<file path="src/hw/hbs_pkg.sv">
// hbs_pkg: constants shared by the half-bridge serial command port ends
// assumes a 10 MHz system clock on both ends
`default_nettype none
package hbs_pkg;
	localparam int CLK_PERIOD_NS   = 100;
	localparam int WORD_BITS       = 16;
	localparam int CNT_W           = 5;
	localparam int CH_NUM          = 6;
	// control word fields
	localparam int BIT_CLEAR       = 0;
	localparam int BIT_DRV_LO      = 1;
	localparam int BIT_DRV_HI      = 12;
	localparam int BIT_OC_DELAY    = 13;
	localparam int BIT_UL_SHUT     = 14;
	localparam int BIT_OV_LOCK     = 15;
	// status word fields
	localparam int BIT_THERMAL     = 0;
	localparam int BIT_OVERLOAD    = 13;
	localparam int BIT_UNDERLOAD   = 14;
	localparam int BIT_SUPPLY      = 15;
	localparam logic [15:0] CTRL_RESET = 16'h0000;
	// timing
	localparam int DEAD_TIME_NS    = 1500;
	localparam int DEAD_CYC        = (DEAD_TIME_NS + CLK_PERIOD_NS - 1) / CLK_PERIOD_NS;
	localparam int CS_HIGH_NS      = 5000;
	localparam int CS_HIGH_CYC     = (CS_HIGH_NS + CLK_PERIOD_NS - 1) / CLK_PERIOD_NS;
	localparam int SCLK_DIV        = 16;
	localparam int SETUP_CYC       = 2;
	// host command register offsets
	localparam logic [1:0] ADDR_TX     = 2'h0;
	localparam logic [1:0] ADDR_CTRL   = 2'h1;
	localparam logic [1:0] ADDR_RX     = 2'h2;
	localparam logic [1:0] ADDR_STATUS = 2'h3;
endpackage
`default_nettype wire

</file>
<file path="src/hw/hbs_link_if.sv">
// hbs_link_if: serial link between host and driver device
// the interface resolves the shared serial-out wire from sdo_oe, reading low when released
`default_nettype none
interface hbs_link_if;
	logic enable;
	logic chip_select_n;
	logic sclk;
	logic sdi;
	logic sdo_out;
	logic sdo_oe;
	logic sdo;
	assign sdo = sdo_oe ? sdo_out : 1'b0;
	modport device (input enable, chip_select_n, sclk, sdi, output sdo_out, sdo_oe);
	modport host (output enable, chip_select_n, sclk, sdi, input sdo);
endinterface
`default_nettype wire

</file>
<file path="src/hw/hbs_device.sv">
// hbs_device: serial command port of the six-channel half-bridge driver
// assumes link pins are asynchronous to clock; fault flags come from analog logic
//
// The address map and the strobed register port were chosen for this implementation.
`default_nettype none
module hbs_device
	import hbs_pkg::*;
(
	// system
	input  wire logic        clock,
	input  wire logic        sys_rst,
	// link
	hbs_link_if.device       link,
	// fault sources
	input  wire logic        thermal_warning_in,
	input  wire logic        supply_fail_in,
	input  wire logic        underload_in,
	input  wire logic        overload_in,
	// driver outputs
	output logic [5:0]       high_side_output,
	output logic [5:0]       low_side_output,
	output logic             overvoltage_lockout_enable,
	output logic             underload_shutdown_enable,
	output logic             overcurrent_delay_select
);
	logic [1:0]  en_sync_reg;
	logic [1:0]  cs_sync_reg;
	logic [1:0]  sck_sync_reg;
	logic [1:0]  sdi_sync_reg;
	logic        cs_prev_reg;
	logic        sck_prev_reg;
	logic [15:0] shift_reg;
	logic [15:0] status_shift_reg;
	logic [CNT_W-1:0] bit_cnt_reg;
	logic        seen_word_reg;
	logic [15:0] ctrl_reg;
	logic        thermal_reg;
	logic        supply_reg;
	logic        underload_reg;
	logic        overload_reg;
	logic        sdo_reg;
	logic        sdo_oe_reg;
	logic        rst_all;
	logic        sel;
	logic        sck_rise;
	logic        sck_fall;
	logic        cs_rise;
	logic        cs_fall;
	logic        frame_ok;
	logic [15:0] status_word;

	// synchronisers
	always_ff @(posedge clock) begin
		if (sys_rst) begin
			en_sync_reg  <= 2'h0;
			cs_sync_reg  <= 2'h3;
			sck_sync_reg <= 2'h0;
			sdi_sync_reg <= 2'h0;
		end else begin
			en_sync_reg  <= {en_sync_reg[0], link.enable};
			cs_sync_reg  <= {cs_sync_reg[0], link.chip_select_n};
			sck_sync_reg <= {sck_sync_reg[0], link.sclk};
			sdi_sync_reg <= {sdi_sync_reg[0], link.sdi};
		end
	end

	assign rst_all  = sys_rst | ~en_sync_reg[1];
	assign sel      = ~cs_sync_reg[1];
	assign sck_rise = sel & sck_sync_reg[1] & ~sck_prev_reg;
	assign sck_fall = sel & ~sck_sync_reg[1] & sck_prev_reg;
	assign cs_rise  = cs_sync_reg[1] & ~cs_prev_reg;
	assign cs_fall  = ~cs_sync_reg[1] & cs_prev_reg;
	assign frame_ok = seen_word_reg && (bit_cnt_reg == 5'h00);

	always_comb begin
		status_word = {supply_reg, underload_reg, overload_reg,
			12'h000, thermal_reg};
		for (int i = 0; i < CH_NUM; i++) begin
			status_word[2*i+1] = low_side_output[i];
			status_word[2*i+2] = high_side_output[i];
		end
	end

	always_ff @(posedge clock) begin
		if (rst_all) begin
			cs_prev_reg  <= 1'b1;
			sck_prev_reg <= 1'b0;
		end else begin
			cs_prev_reg  <= cs_sync_reg[1];
			sck_prev_reg <= sck_sync_reg[1];
		end
	end

	// input shifting and edge counting
	always_ff @(posedge clock) begin
		if (rst_all || cs_fall) begin
			shift_reg     <= 16'h0000;
			bit_cnt_reg   <= 5'h00;
			seen_word_reg <= 1'b0;
		end else if (sck_fall) begin
			shift_reg <= {sdi_sync_reg[1], shift_reg[15:1]};
			if (bit_cnt_reg == 5'(WORD_BITS - 1)) begin
				bit_cnt_reg   <= 5'h00;
				seen_word_reg <= 1'b1;
			end else begin
				bit_cnt_reg <= bit_cnt_reg + 5'h01;
			end
		end
	end

	// output shifting, daisy chain refill from input
	always_ff @(posedge clock) begin
		if (rst_all) begin
			status_shift_reg <= 16'h0000;
			sdo_reg          <= 1'b0;
			sdo_oe_reg       <= 1'b0;
		end else begin
			sdo_oe_reg <= sel;
			if (cs_fall) begin
				status_shift_reg <= status_word;
				sdo_reg          <= 1'b0;
			end else if (sck_rise) begin
				sdo_reg <= status_shift_reg[0];
				status_shift_reg <= {1'b0, status_shift_reg[15:1]};
			end else if (sck_fall && bit_cnt_reg == 5'(WORD_BITS - 1)) begin
				status_shift_reg <= {sdi_sync_reg[1], shift_reg[15:1]};
			end
		end
	end

	// control latch
	always_ff @(posedge clock) begin
		if (rst_all) begin
			ctrl_reg <= CTRL_RESET;
		end else if (cs_rise && frame_ok) begin
			ctrl_reg <= shift_reg;
		end
	end

	// latched faults, set wins over clear
	always_ff @(posedge clock) begin
		if (rst_all) begin
			thermal_reg   <= 1'b0;
			supply_reg    <= 1'b0;
			underload_reg <= 1'b0;
			overload_reg  <= 1'b0;
		end else begin
			if (cs_rise && frame_ok && shift_reg[BIT_CLEAR]) begin
				thermal_reg   <= thermal_warning_in;
				supply_reg    <= supply_fail_in;
				underload_reg <= underload_in;
				overload_reg  <= overload_in;
			end else begin
				thermal_reg   <= thermal_reg | thermal_warning_in;
				supply_reg    <= supply_reg | supply_fail_in;
				underload_reg <= underload_reg | underload_in;
				overload_reg  <= overload_reg | overload_in;
			end
		end
	end

	always_ff @(posedge clock) begin
		if (rst_all) begin
			overvoltage_lockout_enable <= 1'b0;
			underload_shutdown_enable  <= 1'b0;
			overcurrent_delay_select   <= 1'b0;
		end else begin
			overvoltage_lockout_enable <= ctrl_reg[BIT_OV_LOCK];
			underload_shutdown_enable  <= ctrl_reg[BIT_UL_SHUT];
			overcurrent_delay_select   <= ctrl_reg[BIT_OC_DELAY];
		end
	end

	// per half-bridge dead time
	genvar g;
	generate
		for (g = 0; g < CH_NUM; g++) begin : g_bridge
			logic [4:0] dead_cnt_reg;
			logic       want_lo;
			logic       want_hi;
			assign want_lo = ctrl_reg[2*g+1];
			assign want_hi = ctrl_reg[2*g+2];
			always_ff @(posedge clock) begin
				if (rst_all) begin
					dead_cnt_reg <= 5'h00;
					low_side_output[g]  <= 1'b0;
					high_side_output[g] <= 1'b0;
				end else begin
					if ((low_side_output[g] && !want_lo) ||
						(high_side_output[g] && !want_hi)) begin
						dead_cnt_reg <= 5'(DEAD_CYC);
					end else if (dead_cnt_reg != 5'h00) begin
						dead_cnt_reg <= dead_cnt_reg - 5'h01;
					end
					low_side_output[g]  <= want_lo && (low_side_output[g] ||
						(!high_side_output[g] && dead_cnt_reg == 5'h00));
					high_side_output[g] <= want_hi && (high_side_output[g] ||
						(!low_side_output[g] && dead_cnt_reg == 5'h00));
				end
			end
		end
	endgenerate

	assign link.sdo_out = sdo_reg;
	assign link.sdo_oe  = sdo_oe_reg;
endmodule
`default_nettype wire

</file>
<file path="src/flat_wrapper.sv">
// flat-port wrapper written by rule: the top's interface ports become plain ports
module hbs_device_flat import hbs_pkg::*;
  (clock, sys_rst, thermal_warning_in, supply_fail_in, underload_in, overload_in, high_side_output, low_side_output, overvoltage_lockout_enable, underload_shutdown_enable, overcurrent_delay_select, link_enable, link_chip_select_n, link_sclk, link_sdi, link_sdo_out, link_sdo_oe);
  hbs_link_if link_i ();
  input  wire logic clock;
  input  wire logic sys_rst;
  input  wire logic thermal_warning_in;
  input  wire logic supply_fail_in;
  input  wire logic underload_in;
  input  wire logic overload_in;
  output logic [5:0] high_side_output;
  output logic [5:0] low_side_output;
  output logic overvoltage_lockout_enable;
  output logic underload_shutdown_enable;
  output logic overcurrent_delay_select;
  input wire logic [$bits(link_i.enable)-1:0] link_enable;
  input wire logic [$bits(link_i.chip_select_n)-1:0] link_chip_select_n;
  input wire logic [$bits(link_i.sclk)-1:0] link_sclk;
  input wire logic [$bits(link_i.sdi)-1:0] link_sdi;
  output wire logic [$bits(link_i.sdo_out)-1:0] link_sdo_out;
  output wire logic [$bits(link_i.sdo_oe)-1:0] link_sdo_oe;
  assign link_i.enable = link_enable;
  assign link_i.chip_select_n = link_chip_select_n;
  assign link_i.sclk = link_sclk;
  assign link_i.sdi = link_sdi;
  assign link_sdo_out = link_i.sdo_out;
  assign link_sdo_oe = link_i.sdo_oe;
  hbs_device u_core (.clock(clock), .sys_rst(sys_rst), .link(link_i), .thermal_warning_in(thermal_warning_in), .supply_fail_in(supply_fail_in), .underload_in(underload_in), .overload_in(overload_in), .high_side_output(high_side_output), .low_side_output(low_side_output), .overvoltage_lockout_enable(overvoltage_lockout_enable), .underload_shutdown_enable(underload_shutdown_enable), .overcurrent_delay_select(overcurrent_delay_select));
endmodule
</file>
<file path="config.mk">
export PLATFORM = sky130hd
export DESIGN_NAME = hbs_device_flat
export DESIGN_NICKNAME = d
export VERILOG_FILES = /design/src/hw/hbs_pkg.sv /design/src/hw/hbs_link_if.sv /design/src/hw/hbs_device.sv /design/src/flat_wrapper.sv
export SDC_FILE = /design/constraint.sdc
export NUM_CORES = 1
export LEC_CHECK = 0
export BUFFER_PORTS_ARGS = -buffer_cell sky130_fd_sc_hd__buf_4
export CAP_MARGIN = 20
export CORE_MARGIN = 3
export CORE_UTILIZATION = 35
export DETAILED_ROUTE_END_ITERATION = 10
export GPL_ROUTABILITY_DRIVEN = 0
export PLACE_DENSITY_LB_ADDON = 0.1
export SYNTH_ARGS = -nofsm -noshare
export SYNTH_HDL_FRONTEND = slang
export SYNTH_SLANG_ARGS = --single-unit
</file>
<file path="constraint.sdc">
create_clock -name clock -period 1.7 [get_ports clock]
set_input_delay 0.085 -clock clock [delete_from_list [all_inputs] [get_ports clock]]
set_output_delay 0.085 -clock clock [all_outputs]
set_load 0.05 [all_outputs]
</file>
==> impl_metrics.env <==
export IMPL_status="complete, no violations"
export IMPL_drt_iter0_markers=231
export IMPL_cts_root_buf="clkbuf_16"
export IMPL_die_area_mm2=0.01461
export IMPL_pre_cts_ws_ps=-217.4
export IMPL_synth_area_leaders="dfxtp_1 (49%), nor2_1 (6.1%), nand2_1 (4.7%)"
export IMPL_diodes=0
export IMPL_initial_core_util=0.3616
export IMPL_largest_reg_flops=30
export IMPL_nNetsFinal=597
export IMPL_syn_nets=538
export IMPL_synth_seq_cells=114
export IMPL_worstPathRequired_ps=2050
export IMPL_end_kind="flip-flop"
export IMPL_avgSynthCellArea_um2=8.935
export IMPL_die_w_um=120.9
export IMPL_synth_cell_types=43
export IMPL_cp_max_fo=7
export IMPL_worstPathArrival_ps=2000
export IMPL_layout_commonest_cell="dfxtp_1"
export IMPL_syn_area_mm2=0.004619
export IMPL_slew_headroom=0.5305
export IMPL_vias=3713
export IMPL_drc=0
export IMPL_fmax_mhz=606.6
export IMPL_min_period_over_period=0.9698
export IMPL_clkTransAtPathRegs_ps=50
export IMPL_die_height_um=120.9
export IMPL_synth_edf_count=0
export IMPL_routed_wl_um=10160
export IMPL_hold_path_class="flip-flop to flip-flop"
export IMPL_ir_worst_vdd_mv=0.5981
export IMPL_syn_inst=517
export IMPL_grt_ovfl_total=0
export IMPL_grt_first_pass_wirelength_um=17280
export IMPL_finalWorstSetupSlack_ps=51.39
export IMPL_p_leak_nw=2.269
export IMPL_yosysWarnings=0
export IMPL_design_core_area_mm2=0.01277
export IMPL_fill_cells=1249
export IMPL_cts_buffers=17
export IMPL_synth_top_flop_cell="dfxtp_1"
export IMPL_grt_pass1_vias=3599
export IMPL_fin_crit_ps=1649
export IMPL_portBuffers=26
export IMPL_ys_seq_area_frac=0.4940
export IMPL_cts_max_level=4
export IMPL_fin_skew_ps=9.594
export IMPL_tritoncts="yes"
export IMPL_setup_viol=0
export IMPL_clockBufferDepth=2
export IMPL_num_rows=41
export IMPL_worstSkewPairLatency_ps=410
export IMPL_grt_max_degree=33
export IMPL_io_pins=27
export IMPL_maxSlewViolCount=0
export IMPL_hpwl_um=6629
export IMPL_finalHoldViolCount=0
export IMPL_rsz0062_at_grt="true"
export IMPL_final_cell_mix="dfxtp_1 (111), nor2_1 (75), nand2_1 (58), buf_4 (52), a21oi_1 (43)"
export IMPL_power_density_mw_per_mm2=1008
export IMPL_p_total_w=0.005912
export IMPL_viasPerCell=4.886
export IMPL_final_util=0.4593
export IMPL_cts_sinks=114
export IMPL_antenna_found_initial=0
export IMPL_async_flop_share=0
export IMPL_synth_largest_area_cell="dfxtp_1"
export IMPL_drive_gt1_frac=0.1854
export IMPL_path_class="flip-flop to flip-flop"
export IMPL_first_pass_iters=5
export IMPL_drv_cap=0
export IMPL_critical_path_startpoint_type="flip-flop"
export IMPL_wl_per_cell_um=13.36
export IMPL_ant_nets=0
export IMPL_tightest_slew_ps=703.5
export IMPL_yosysTopAreaCellShare=0.4940
export IMPL_setup_tns_ps=0
export IMPL_syn_to_final_growth_pct=27.00
export IMPL_grt_use_total=0.1511
-- where the power goes --
part / total (W) / internal [W] / switching, W
sequential: 0.00269 / 0.00269 / 0.00000633
clock: 0.00312 / 0.00199 / 0.00114
combinational: 0.0000973 / 0.0000538 / 0.0000436
total: 0.00591 / 0.00473 / 0.00119
-- final timing paths --
kind / start / to / slack, ps / cells after the start
worst min-delay path: u_core.cs_sync_reg[0] / u_core.cs_sync_reg[1] / 400 / 1
worst min register to register: u_core.cs_sync_reg[0] / u_core.cs_sync_reg[1] / 400 / 1
worst max-delay path: u_core.sck_prev_reg / u_core.status_shift_reg[8] / 50 / 4
worst max register to register: u_core.sck_prev_reg / u_core.status_shift_reg[8] / 50 / 4
-- cell type report --
| cell class | count | area, um^2 | area share |
|---|---|---|---|
| timing repair buffer | 67 | 551.8 | 0.09405 |
| multi-input combinational | 348 | 2181 | 0.3717 |
| clock inverter | 6 | 30.03 | 0.005118 |
| clock buffer | 25 | 495.5 | 0.08445 |
| sequential | 114 | 2288 | 0.3901 |
| inverter | 28 | 105.1 | 0.01791 |
| tap | 172 | 215.2 | 0.03668 |
-- cell families after synthesis --
group / Yosys count / synth area share
AOI/OAI and AO/OA: 98 / 0.1379
buffers and inverters: 56 / 0.04930
DFF: 114 / 0.4940
adders and majority gates: 11 / 0.02979
xor gates and xnor gates: 10 / 0.01896
muxes: 22 / 0.04929
and+or+nand+nor: 206 / 0.2208
-- per-stage QoR --
stage | hold slack, ps | instance area (um^2) | std cells
final | 403.6 | 5867 | 760
after global routing | 434.5 | 5867 | 760
after CTS | 408.9 | 5756 | 754
after detailed placement | 276.6 | 5080 | 709
after global placement | 272.7 | 5080 | 709
after floorplan | 156.6 | 4619 | 517
-- cell usage after synthesis (4+ instances only) --
cell type / number
nor2b_1: 9
xnor2_1: 6
o21ai_0: 10
clkbuf_1: 17
nand3_1: 6
nor3_1: 14
xor2_1: 4
mux2_2: 6
inv_1: 28
mux2i_1: 16
a22oi_1: 21
nand2_1: 58
and2_1: 4
a221o_1: 15
ha_1: 11
dfxtp_1: 114
or4b_1: 6
a21oi_1: 43
buf_2: 8
nor2_1: 75
nor3b_1: 11
-- layer usage --
layer,share of wire,up-vias,GRT usage
met5,0,-,0
met4,0.013,0,0.05807
met3,0.035,10,0.04895
met2,0.47,48,0.2383
met1,0.48,1757,0.1921
li1,-,1898,-
-- worst max-delay path, stage by stage (launching register included) --
cell and delay, ps:
dfxtp_2 370, or3b_4 420, or3_4 400, nor2_4 230, a221o_1 170
-- repair_timing --
item / in CTS / in global routing
endpoints found under the setup margin: 15 / 30
hold buffers: 13 / 0
pin swaps: 3 / 12
endpoints found under the hold margin: 12 / 0
gates cloned: 1 / 0
setup buffers: 0 / 6
resized for setup: 3 / 13
No activity file was read; power rests on OpenSTA's default activity.
